===== config.mk =====
export PLATFORM = sky130hd
export DESIGN_NAME = adc_conversion_control
export DESIGN_NICKNAME = d
export VERILOG_FILES = /design/src/hdl/adc_pkg.sv /design/src/hdl/adc_conversion_control.sv
export SDC_FILE = /design/constraint.sdc
export NUM_CORES = 1
export LEC_CHECK = 0
export CORE_ASPECT_RATIO = 0.7
export CORE_UTILIZATION = 35
export CTS_CLUSTER_SIZE = 40
export DETAILED_ROUTE_END_ITERATION = 6
export DONT_BUFFER_PORTS = 1
export HOLD_SLACK_MARGIN = 0.15
export SETUP_SLACK_MARGIN = 0.15
export SLEW_MARGIN = 30
export SYNTH_ARGS = -nofsm -noshare
export SYNTH_HDL_FRONTEND = slang
export SYNTH_SLANG_ARGS = --single-unit

===== constraint.sdc =====
create_clock -name clock -period 3.5 [get_ports clock]
set_input_delay 0.7 -clock clock [delete_from_list [all_inputs] [get_ports clock]]
set_output_delay 0.7 -clock clock [all_outputs]
set_load 0.01 [all_outputs]

===== src/hdl/adc_pkg.sv =====
// How it works
// - sar builds ten-bit result into result pair
// - channel code connects one of seven sources
// - clock field picks divider or internal rc
// - conversion lasts eleven and half bit periods
// - done flag sets on every completion
// - done flag held until software clears
// - request needs flag and enable both set
// - enabled done request wakes sleeping core
// - no global enable means inline resume
// - all three enables set means vectoring
// - in sleep only rc clock keeps converting
// - divided clocks track the system clock
// - justify bit picks left or right placement
// - reference select picks supply or pin
// - sense enable bit powers temperature sensor
// - range bit picks high or low range
// - completion clears busy, flags, loads result
// - writing start and on bits together begins, reads busy
// - unused result bits load as zero
// - five-bit channel codes, others connect nothing
package adc_pkg;

	// ********************************
	// register map
	// ********************************
	localparam int ADDR_W = 3;
	localparam logic [2:0] OFF_CTRL_ZERO = 3'h0;
	localparam logic [2:0] OFF_CTRL_ONE = 3'h1;
	localparam logic [2:0] OFF_RESULT_HIGH = 3'h2;
	localparam logic [2:0] OFF_RESULT_LOW = 3'h3;
	localparam logic [2:0] OFF_FIXED_REF_TEMP = 3'h4;
	localparam logic [2:0] OFF_IRQ_CONTROL = 3'h5;

	// ********************************
	// field positions and reset values
	// ********************************
	localparam int BIT_IRQ_FLAG = 0;
	localparam int BIT_IRQ_ENABLE = 1;
	localparam int BIT_IRQ_PERIPH = 2;
	localparam int BIT_IRQ_GLOBAL = 3;
	localparam int BIT_FR_ENABLE = 7;
	localparam int BIT_FR_READY = 6;
	localparam logic [7:0] RESET_BYTE = 8'h00;

	// ********************************
	// conversion timing
	// ********************************
	localparam int RESULT_BITS = 10;
	localparam int TAD_PER_CONV_X2 = 23;
	localparam int FIRST_DECIDE_HALF = 3;
	localparam int RC_TAD_MIN_NS = 1000;
	localparam int CLOCK_PERIOD_NS = 40;
	localparam int TEMP_SETTLE_US = 200;
	localparam int TEMP_SETTLE_CYCLES = TEMP_SETTLE_US * 1000 / CLOCK_PERIOD_NS;

	// ********************************
	// codes
	// ********************************
	localparam logic [2:0] CLK_DIV2 = 3'h0;
	localparam logic [2:0] CLK_DIV4 = 3'h4;
	localparam logic [2:0] CLK_DIV8 = 3'h1;
	localparam logic [2:0] CLK_DIV16 = 3'h5;
	localparam logic [2:0] CLK_DIV32 = 3'h2;
	localparam logic [2:0] CLK_DIV64 = 3'h6;
	localparam logic [4:0] CHAN_TEMP = 5'h1d;
	localparam logic [4:0] CHAN_DAC = 5'h1e;
	localparam logic [4:0] CHAN_FIXED_REF = 5'h1f;
	localparam logic [4:0] CHAN_PIN_LAST = 5'h03;
	localparam logic [1:0] PREF_SUPPLY = 2'h0;
	localparam logic [1:0] PREF_PIN = 2'h2;

	typedef enum logic {IDLE, CONVERT} state_type;

	typedef struct packed {
		logic reserved;
		logic [4:0] channel;
		logic go;
		logic on;
	} ctrl_zero_type;

	typedef struct packed {
		logic justify;
		logic [2:0] clockSelect;
		logic [1:0] reserved;
		logic [1:0] posRef;
	} ctrl_one_type;

	typedef struct packed {
		logic fixedRefEnable;
		logic fixedRefReady;
		logic tempEnable;
		logic tempRange;
		logic [1:0] comparatorGain;
		logic [1:0] converterGain;
	} fixed_ref_type;

endpackage


===== src/hdl/adc_conversion_control.sv =====
`timescale 1ns/1ps
module adc_conversion_control (
	input wire logic clock,
	input wire logic reset_n,
	input wire logic [adc_pkg::ADDR_W-1:0] regAddr,
	input wire logic [7:0] regWrData,
	input wire logic regWrite,
	input wire logic regRead,
	output logic [7:0] regRdData,
	input wire logic rcTick,
	input wire logic sleepMode,
	input wire logic compareHigh,
	output logic [adc_pkg::RESULT_BITS-1:0] trialCode,
	output logic sampleHold,
	output logic [6:0] channelConnect,
	output logic refFromPin,
	output logic tempEnable,
	output logic tempHighRange,
	output logic fixedRefEnable,
	output logic [1:0] converterRefGain,
	output logic [1:0] comparatorRefGain,
	output logic converterOn,
	output logic irqRequest,
	output logic wakeRequest,
	output logic vectorRequest
);
	import adc_pkg::*;

	// ********************************
	// decode helpers
	// ********************************

	// half bit period in system clocks for a divided source
	function automatic logic [5:0] halfPeriod(input logic [2:0] sel);
		case (sel)
			CLK_DIV2: halfPeriod = 6'h01;
			CLK_DIV4: halfPeriod = 6'h02;
			CLK_DIV8: halfPeriod = 6'h04;
			CLK_DIV16: halfPeriod = 6'h08;
			CLK_DIV32: halfPeriod = 6'h10;
			CLK_DIV64: halfPeriod = 6'h20;
			default: halfPeriod = 6'h01;
		endcase
	endfunction

	// one-hot source select; unlisted codes connect nothing
	function automatic logic [6:0] chanDecode(input logic [4:0] code);
		chanDecode = 7'h00;
		if (code <= CHAN_PIN_LAST) begin
			chanDecode[code[1:0]] = 1'b1;
		end else if (code == CHAN_TEMP) begin
			chanDecode[4] = 1'b1;
		end else if (code == CHAN_DAC) begin
			chanDecode[5] = 1'b1;
		end else if (code == CHAN_FIXED_REF) begin
			chanDecode[6] = 1'b1;
		end
	endfunction

	// ********************************
	// state
	// ********************************
	ctrl_zero_type ctrlZero;
	ctrl_one_type ctrlOne;
	fixed_ref_type fixedRef;
	state_type state;
	logic [7:0] resultHigh;
	logic [7:0] resultLow;
	logic doneFlag;
	logic doneIrqEnable;
	logic periphIrqEnable;
	logic globalIrqEnable;
	logic [5:0] divCount;
	logic [4:0] halfCount;
	logic [RESULT_BITS-1:0] approx;
	logic [RESULT_BITS-1:0] bitMask;
	logic rcSelected;
	logic halfTick;
	logic writeZero;
	logic startReq;
	logic abortReq;
	logic sleepAbort;
	logic decideNow;
	logic finishNow;
	logic [RESULT_BITS-1:0] decided;
	logic [RESULT_BITS-1:0] next_approx;

	assign rcSelected = (ctrlOne.clockSelect[1:0] == 2'b11);
	assign writeZero = regWrite && (regAddr == OFF_CTRL_ZERO);

	assign startReq = writeZero && regWrData[1] && regWrData[0] && (state == IDLE);
	assign abortReq = writeZero && !regWrData[1] && (state == CONVERT);

	// a divided clock stops in sleep, so the conversion is dropped
	// sleep stops non-rc conversion
	assign sleepAbort = sleepMode && !rcSelected && (state == CONVERT);

	// the rc tick runs on its own oscillator and bypasses the divider
	// bit clock source, rc tick or divided system clock
	assign halfTick = rcSelected ? rcTick : (divCount == halfPeriod(ctrlOne.clockSelect) - 6'h01);

	// bits decided on odd half periods after sampling
	assign decideNow = halfTick && (state == CONVERT) && halfCount[0]
		&& (halfCount >= 5'(FIRST_DECIDE_HALF)) && (bitMask != '0);
	assign finishNow = halfTick && (state == CONVERT)
		&& (halfCount == 5'(TAD_PER_CONV_X2 - 1));

	// ********************************
	// successive approximation
	// ********************************

	// keep bit on compare, undecided bits copy the last one
	always_comb begin
		decided = approx;
		next_approx = approx;
		if (decideNow) begin
			decided = compareHigh ? (approx | bitMask) : (approx & ~bitMask);
			next_approx = compareHigh ? (decided | (bitMask - 1'b1))
				: (decided & ~(bitMask - 1'b1));
		end
	end

	// half-period divider, runs only while converting
	// restarts on every tick so each half lasts exactly half the ratio
	always_ff @(posedge clock or negedge reset_n) begin
		if (!reset_n) begin
			divCount <= '0;
		end else if (state != CONVERT || halfTick || rcSelected) begin
			divCount <= '0;
		end else begin
			divCount <= divCount + 6'h01;
		end
	end

	// half period counter over 23 halves
	always_ff @(posedge clock or negedge reset_n) begin
		if (!reset_n) begin
			halfCount <= '0;
		end else if (state != CONVERT) begin
			halfCount <= '0;
		end else if (halfTick) begin
			halfCount <= halfCount + 5'h01;
		end
	end

	// conversion sequencing
	// a start asleep on a divided clock is refused, it could never end
	always_ff @(posedge clock or negedge reset_n) begin
		if (!reset_n) begin
			state <= IDLE;
		end else begin
			case (state)
				IDLE: begin
					if (startReq && !(sleepMode && !rcSelected)) begin
						state <= CONVERT;
					end
				end
				CONVERT: begin
					if (finishNow || abortReq || sleepAbort || !ctrlZero.on) begin
						state <= IDLE;
					end
				end
				default: state <= IDLE;
			endcase
		end
	end

	// trial bit walk and working value
	// a fresh start always begins again from the top bit
	always_ff @(posedge clock or negedge reset_n) begin
		if (!reset_n) begin
			approx <= '0;
			bitMask <= '0;
		end else if (startReq) begin
			approx <= '0;
			bitMask <= {1'b1, {(RESULT_BITS-1){1'b0}}};
		end else if (decideNow) begin
			approx <= next_approx;
			bitMask <= bitMask >> 1;
		end
	end

	// trial code and sample hold to the analog side
	// only decided bits and the bit on trial reach the dac
	always_ff @(posedge clock or negedge reset_n) begin
		if (!reset_n) begin
			trialCode <= '0;
			sampleHold <= 1'b0;
		end else begin
			trialCode <= (approx & ~((bitMask << 1) - 1'b1)) | bitMask;
			sampleHold <= (state == CONVERT) && (halfCount >= 5'(FIRST_DECIDE_HALF));
		end
	end

	// ********************************
	// result pair
	// ********************************

	// a sleep abort keeps the last result, as does a switch-off written with the start bit set
	// justify, zero fill, also partial value on abort
	always_ff @(posedge clock or negedge reset_n) begin
		if (!reset_n) begin
			resultHigh <= RESET_BYTE;
			resultLow <= RESET_BYTE;
		end else if (finishNow || abortReq) begin
			if (ctrlOne.justify) begin
				resultHigh <= {6'h00, decided[9:8]};
				resultLow <= decided[7:0];
			end else begin
				resultHigh <= decided[9:2];
				resultLow <= {decided[1:0], 6'h00};
			end
		end
	end

	// ********************************
	// control registers
	// ********************************

	always_ff @(posedge clock or negedge reset_n) begin
		if (!reset_n) begin
			ctrlZero <= ctrl_zero_type'(RESET_BYTE);
		end else begin
			if (writeZero) begin
				ctrlZero.channel <= regWrData[6:2];
				ctrlZero.on <= regWrData[0];
			end
			ctrlZero.reserved <= 1'b0;
			ctrlZero.go <= (state == CONVERT && !(finishNow || abortReq || sleepAbort
				|| !ctrlZero.on)) || (startReq && !(sleepMode && !rcSelected));
		end
	end

	// clock, justify and reference fields; unused bits read zero
	always_ff @(posedge clock or negedge reset_n) begin
		if (!reset_n) begin
			ctrlOne <= ctrl_one_type'(RESET_BYTE);
		end else if (regWrite && regAddr == OFF_CTRL_ONE) begin
			ctrlOne <= ctrl_one_type'({regWrData[7:4], 2'b00, regWrData[1:0]});
		end
	end

	// ready reads as enable
	// no settling model, the buffer counts as ready once enabled
	always_ff @(posedge clock or negedge reset_n) begin
		if (!reset_n) begin
			fixedRef <= fixed_ref_type'(RESET_BYTE);
		end else if (regWrite && regAddr == OFF_FIXED_REF_TEMP) begin
			fixedRef <= fixed_ref_type'({regWrData[BIT_FR_ENABLE], regWrData[BIT_FR_ENABLE],
				regWrData[5:0]});
		end
	end

	// software may also write the flag high
	// flag on every completion, sticky, set beats clear
	always_ff @(posedge clock or negedge reset_n) begin
		if (!reset_n) begin
			doneFlag <= 1'b0;
		end else if (finishNow) begin
			doneFlag <= 1'b1;
		end else if (regWrite && regAddr == OFF_IRQ_CONTROL) begin
			doneFlag <= regWrData[BIT_IRQ_FLAG];
		end
	end

	// interrupt enables, written together with the flag
	always_ff @(posedge clock or negedge reset_n) begin
		if (!reset_n) begin
			doneIrqEnable <= 1'b0;
			periphIrqEnable <= 1'b0;
			globalIrqEnable <= 1'b0;
		end else if (regWrite && regAddr == OFF_IRQ_CONTROL) begin
			doneIrqEnable <= regWrData[BIT_IRQ_ENABLE];
			periphIrqEnable <= regWrData[BIT_IRQ_PERIPH];
			globalIrqEnable <= regWrData[BIT_IRQ_GLOBAL];
		end
	end

	// ********************************
	// outputs to analog and core
	// ********************************

	always_ff @(posedge clock or negedge reset_n) begin
		if (!reset_n) begin
			channelConnect <= '0;
			refFromPin <= 1'b0;
			tempEnable <= 1'b0;
			tempHighRange <= 1'b0;
			fixedRefEnable <= 1'b0;
			converterRefGain <= '0;
			comparatorRefGain <= '0;
			converterOn <= 1'b0;
		end else begin
			channelConnect <= chanDecode(ctrlZero.channel);
			refFromPin <= (ctrlOne.posRef == PREF_PIN);
			tempEnable <= fixedRef.tempEnable;
			tempHighRange <= fixedRef.tempRange;
			fixedRefEnable <= fixedRef.fixedRefEnable;
			converterRefGain <= fixedRef.converterGain;
			comparatorRefGain <= fixedRef.comparatorGain;
			converterOn <= ctrlZero.on;
		end
	end

	always_ff @(posedge clock or negedge reset_n) begin
		if (!reset_n) begin
			irqRequest <= 1'b0;
			wakeRequest <= 1'b0;
			vectorRequest <= 1'b0;
		end else begin
			irqRequest <= doneFlag && doneIrqEnable;
			wakeRequest <= doneFlag && doneIrqEnable && sleepMode;
			vectorRequest <= doneFlag && doneIrqEnable && periphIrqEnable && globalIrqEnable;
		end
	end

	// read data one cycle after the strobe, unmapped reads zero
	// a read has no side effect on any flag
	always_ff @(posedge clock or negedge reset_n) begin
		if (!reset_n) begin
			regRdData <= RESET_BYTE;
		end else if (regRead) begin
			case (regAddr)
				OFF_CTRL_ZERO: regRdData <= ctrlZero;
				OFF_CTRL_ONE: regRdData <= ctrlOne;
				OFF_RESULT_HIGH: regRdData <= resultHigh;
				OFF_RESULT_LOW: regRdData <= resultLow;
				OFF_FIXED_REF_TEMP: regRdData <= fixedRef;
				OFF_IRQ_CONTROL: regRdData <= {4'h0, globalIrqEnable, periphIrqEnable,
					doneIrqEnable, doneFlag};
				default: regRdData <= RESET_BYTE;
			endcase
		end else begin
			regRdData <= RESET_BYTE;
		end
	end

endmodule


**Word-level counts from Yosys, hierarchy flattened**

Cells that the tools add are included.

- Output and inout bits: 38
- Flip-flop bits (word level): 110
- Bits of input ports: 18

- Equal/unequal tests: 18
- Reduce and logical (&&, ||, !) cells: 39
- $add $sub $neg: 5
- Multiplexer cells: 30
- Bitwise logic cells: 10
- Magnitude comparators: 4

Operator list:

| kind | number |
|---|---|
| $mux 10 | 7 |
| $pmux 8 s6 | 1 |
| $and 10x10->10 | 3 |
| $not 10->10 | 3 |
| $or 10x10->10 | 3 |
| $pmux 6 s5 | 1 |
| $logic_and 1x1->1 | 24 |
| $mux 8 | 3 |
| $eq 5x5->1 const B | 4 |
| $sub 10x1->10 const B | 2 |
| $eq 3x3->1 const B | 5 |
| $mux 1 | 10 |
| $mux 5 | 2 |
| $reduce_bool 10->1 | 1 |
| $eq 3x2->1 const B | 3 |
| $add 6x1->6 const B | 1 |
| $eq 3x1->1 const B | 2 |
| $eq 6x6->1 | 1 |
| $logic_or 1x1->1 | 6 |
| $mux 6 | 1 |
| $sub 6x1->6 const B | 1 |
| $add 5x1->5 const B | 1 |
| $ge 5x2->1 const B | 1 |
| $le 5x2->1 const B | 1 |
| 13 further kinds | 19 |

**Longest topological paths before layout**

- Depth after elaboration: 13
- Gate-level depth with buffers: 11

**Least setup slack after synthesis**

No wires, ideal clock.

- Path kind: reg2reg
- Start: register bitMask[1]
- End: register resultHigh[2]
- Stages on the path, launching flop included: 10
- Path slack: 0.663 ns
- Path buffers: 1
- Clock period less this slack: 2.837 ns
- Arrival: 2.716 ns
- Cell sequence: dfrtp_1 -> inv_1 -> ha_1 -> or4b_4 -> or4_4 -> o31a_2 -> buf_6 -> o211ai_1 -> mux2_2 -> a22o_1

- Longest elaborated chain between the ends: 4

RTL lines:

| element | RTL line | RTL |
|---|---|---|
| start: declaration | adc_conversion_control.sv:76 | `logic [RESULT_BITS-1:0] bitMask;` |
| start signal: assignment | adc_conversion_control.sv:176 | `bitMask <= {1'b1, {(RESULT_BITS-1){1'b0}}};` |
| start signal: assignment | adc_conversion_control.sv:179 | `bitMask <= bitMask >> 1;` |
| $reduce_bool 10->1 | adc_conversion_control.sv:104 | `&& (halfCount >= 5'(FIRST_DECIDE_HALF)) && (bitMask != '0);` |
| $logic_and 1x1->1 | adc_conversion_control.sv:104 |  |
| $mux 10 | adc_conversion_control.sv:116 | `if (decideNow) begin` |
| $mux 8 | adc_conversion_control.sv:206 | `if (ctrlOne.justify) begin` |
| end signal: assignment | adc_conversion_control.sv:207 | `resultHigh <= {6'h00, decided[9:8]};` |
| end signal: assignment | adc_conversion_control.sv:210 | `resultHigh <= decided[9:2];` |
| end: declaration | adc_conversion_control.sv:67 | `logic [7:0] resultHigh;` |

No other way between the ends.
A chain may end at the register's enable or synchronous reset.

**Final worst setup path**

- Start: register bitMask[1]
- End: register resultHigh[1]

The elaborated chain is that of the path after synthesis.

==> summary.md <==
| Metric | Value |
|---|---|
| Status | `complete, no violations` |
| Fillers | `1,385` |
| Hpwl dp | `8990 µm` |
| IO Pins | `56` |
| CP Capture Type | `flop` |
| Main synth FF type | `dfrtp_1` |
| Antenna-violating nets left | `0` |
| Count leader, synth | `dfrtp_1` |
| Switching part of the total | `27.6%` |
| Sequential share of power | `between 50% and 60%` |
| Deepest clock path buffer count | `2` |
| Launch point of the worst reg-to-reg path | `bitMask[1]` |
| Worst-path clk slew | `0.07 ns` |
| Critical Path Stages | `8` |
| P_leak | `2.67 nW` |
| CTS Root Buffer Type | `clkbuf_16` |
| Initial DRC count | `235` |
| # Max-Cap Violations | `0` |
| Worst clock skew | `0.0107 ns` |
| Final Wtd Congestion | `a little under 0.9` |
| Fin util | `39.4%` |
| Total power | `0.00294 W` |
| CP required | `3.75 ns` |
| Post-synth top area share | `just over 50%` |
| FP Rows | `37` |
| Setup-failing EPs final | `0` |
| Nets | `486` |
| Worst hold path class | `primary input to asynchronous set/reset pin` |
| List of most frequent post-synthesis cells | `dfrtp_1 (110), nor2_1 (44), mux2_2 (30)` |
| Placed inst area | `0.00548 mm²` |
| Drt drc | `0` |
| Initial core utilization | `36.1%` |
| Met1 global-route usage | `approximately a quarter` |
| CP Data Arrival Time | `3.38 ns` |
| Clock power share | `a little over a third` |
| CTS H-tree lvls | `3` |
| Syn Area/Cell | `11.3 µm²` |
| Seq/Total Area, Yosys | `51.6%` |
| Final hold violations | `0` |
| Avg Vias per Cell | `5.53` |
| Met3 Resource Use GR | `5.67%` |
| RSZ-0062 raised after global routing | `no` |
| Max-slew violations | `0` |
| Routed via count | `3,643` |
| Post CTS Setup Buffer Count | `0` |
| Buf/Inv on CP | `1` |
| Setup TNS | `0 ns` |
| Largest net degree at the start of global routing | `~110` |
| Die width | `150 µm` |
| Synth async-reset ratio | `100%` |
| VDD IR max | `0.000258 V` |
| Vias in the first global route | `3,573` |
| Tcrit/Tclk final | `89.6%` |
| Mapped Nets | `499` |
| Worst-Skew Late Latency | `0.35 ns` |
| Layout area overhead | `9.08%` |
| Layer with the highest usage | `met1` |
| Met2 GRT Util | `22.8%` |
| Register Area | `0.00275 mm²` |
| Die Span Y | `105 µm` |
| First-pass GRT wire length | `20,400 µm` |
| Crit path to | `resultHigh[1]` |
| Post-Syn Instances | `roughly 470` |
| Reg2reg path depth | `8` |
| Hold Buf Count CTS | `1` |
| Synth cell types | `63` |
| Fin crit period | `3.14 ns` |
| Max FO, Critical Path | `15` |
| Die ar. | `0.0157 mm²` |
| Post-synthesis register bit count | `110` |
| IO Port Bufs | `0` |
| Internal | `0.00213 W` |
| Wire per inst | `19.0 µm` |
| WL final | `12,500 µm` |
| Critical Path Source Type | `flop` |
| Largest stage delay, worst path | `0.50 ns` |
| Global route total overflow | `0` |
| Drt pass-1 iters | `5` |
| Largest area contributor in the netlist | `dfrtp_1` |
| Overall Global Routing Usage | `roughly 17%` |
| Area of the multi-input gates | `0.00240 mm²` |
| Gate power share | `13.2%` |
| P_sw | `0.000810 W` |
| Initial antenna violation count | `1` |
| CP top delay family | `simple AND/OR/NAND/NOR gates` |
| PwrDens | `505 mW/mm²` |
| Worst Setup SP | `bitMask[1]` |
| Maximum operating frequency | `between 0.3 and 0.4 GHz` |
| Worst-Margin Slew | `0.647 ns` |
| Share of cells above drive strength 1 | `roughly 16%` |
| Number of buffers created by CTS | `9` |
| Sinks on the clock net | `110` |
| TritonCTS clock tree | `built` |
| Synthesized area | `0.00533 mm²` |
| Syn. warnings | `0` |
| Slew headroom | `56.8%` |
| Post-synth EDFFs | `0` |
| Crit-path cells | `inv_1 > ha_1 > or4b_4 > or4_4 > o31a_2 > o21ai_4 > mux2_2 > o31ai_1` |
| Ant. Diodes | `0` |
| Worst reg-to-reg setup slack | `0.36 ns` |
| Main area contributors after synthesis | `dfrtp_1 (52%), mux2_2 (6.3%), mux2i_1 (5.4%)` |
| CP max stage cell | `or4b_4` |
| R2r endpoint | `resultHigh[1]` |
| Post-CTS Resized | `0` |
| Design area | `roughly 0.0058 mm²` |
| Core area | `0.0148 mm²` |
| Worst Setup Path Type | `flop to flop` |
## stage by stage
step                      instances  setup slack, ns  hold slack (ns)
after floorplan                 472            0.663            0.370
after global placement          642            0.502            0.389
after detailed placement        642            0.405            0.392
after CTS                       659            0.371            0.315
after global routing            659            0.231            0.340
final                           659            0.363            0.253
## worst reg2reg max path, cell delays in order, from the launching register on
cell     delay, ns
dfrtp_1       0.43
inv_1         0.11
ha_1          0.23
or4b_4        0.50
or4_4         0.48
o31a_2        0.40
o21ai_4       0.25
mux2_2        0.41
o31ai_1       0.22
## registers in the layout, summed over array words and instances (netlist names), 5 cells and up
name            flops
regRdData           8
resultLow           8
halfCount           5
ctrlZero            7
approx             10
fixedRef            7
channelConnect      7
divCount            6
ctrlOne             6
resultHigh          8
trialCode          10
bitMask            10
## cell type report
type | instances | share of cell area [%]
clock buffer | 10 | 4.11
timing repair buffer | 6 | 1.12
tap | 195 | 4.19
clock inverter | 6 | 1.16
inverter | 13 | 0.839
sequential | 110 | 47.3
multi-input combinational | 319 | 41.3
## how the worst min path moves through the flow
stage	start	endpoint	slack, ns	cells past startpoint
floorplan	fixedRef[2]	comparatorRefGain[0]	0.37	0
global placement	fixedRef[6]	fixedRefEnable	0.39	0
detailed placement	fixedRef[4]	tempHighRange	0.39	0
CTS	reset_n	regRdData[7]	0.31	1
global route	reset_n	regRdData[7]	0.34	1
finish	reset_n	tempEnable	0.25	1
## layer usage
metal  vias up  wire (µm)
met5         -          0
met4         0         51
met3         4        965
met2        84       5360
met1      1899       6150
li1       1656          -
## placed cells by master (no fill, tap or decap), drive strengths merged, types with 4 or more instances in the layout
cell type	n
and2	8
o2bb2ai	4
and3	4
o21ai	15
o221ai	7
nor2	44
mux2	32
dfrtp	110
a21oi	14
o211ai	5
a22oi	5
ha	9
buf	6
nand2b	5
nand3	17
o31ai	8
a21o	9
mux2i	29
nand2	28
clkbuf	10
inv	15
nor3	6
a22o	6
xnor2	14
nor2b	6
a211oi	9
## logic make-up (layout without fill, tap and decap cells)
family / after synthesis / in the layout / synth area share (%)
and+or+nand+nor: 130 / 130 / 11.9
adders and majority gates: 9 / 9 / 2.11
xor gates and xnor gates: 17 / 17 / 2.79
DFF: 110 / 110 / 51.6
AOI/OAI and AO/OA: 100 / 100 / 14.8
muxes: 63 / 63 / 13.2
buffers and inverters: 43 / 35 / 3.59
## power groups by stage
stage | sequential (W) | combinational, W | clock (W)
floorplan | 0.00149 | 0.000301 | 0
global placement | 0.00152 | 0.000343 | 0
detailed placement | 0.00152 | 0.000355 | 0
CTS | 0.00150 | 0.000387 | 0.00108
global route | 0.00151 | 0.000428 | 0.00114
finish | 0.00150 | 0.000386 | 0.00105
(Power assumes the default switching activity.)
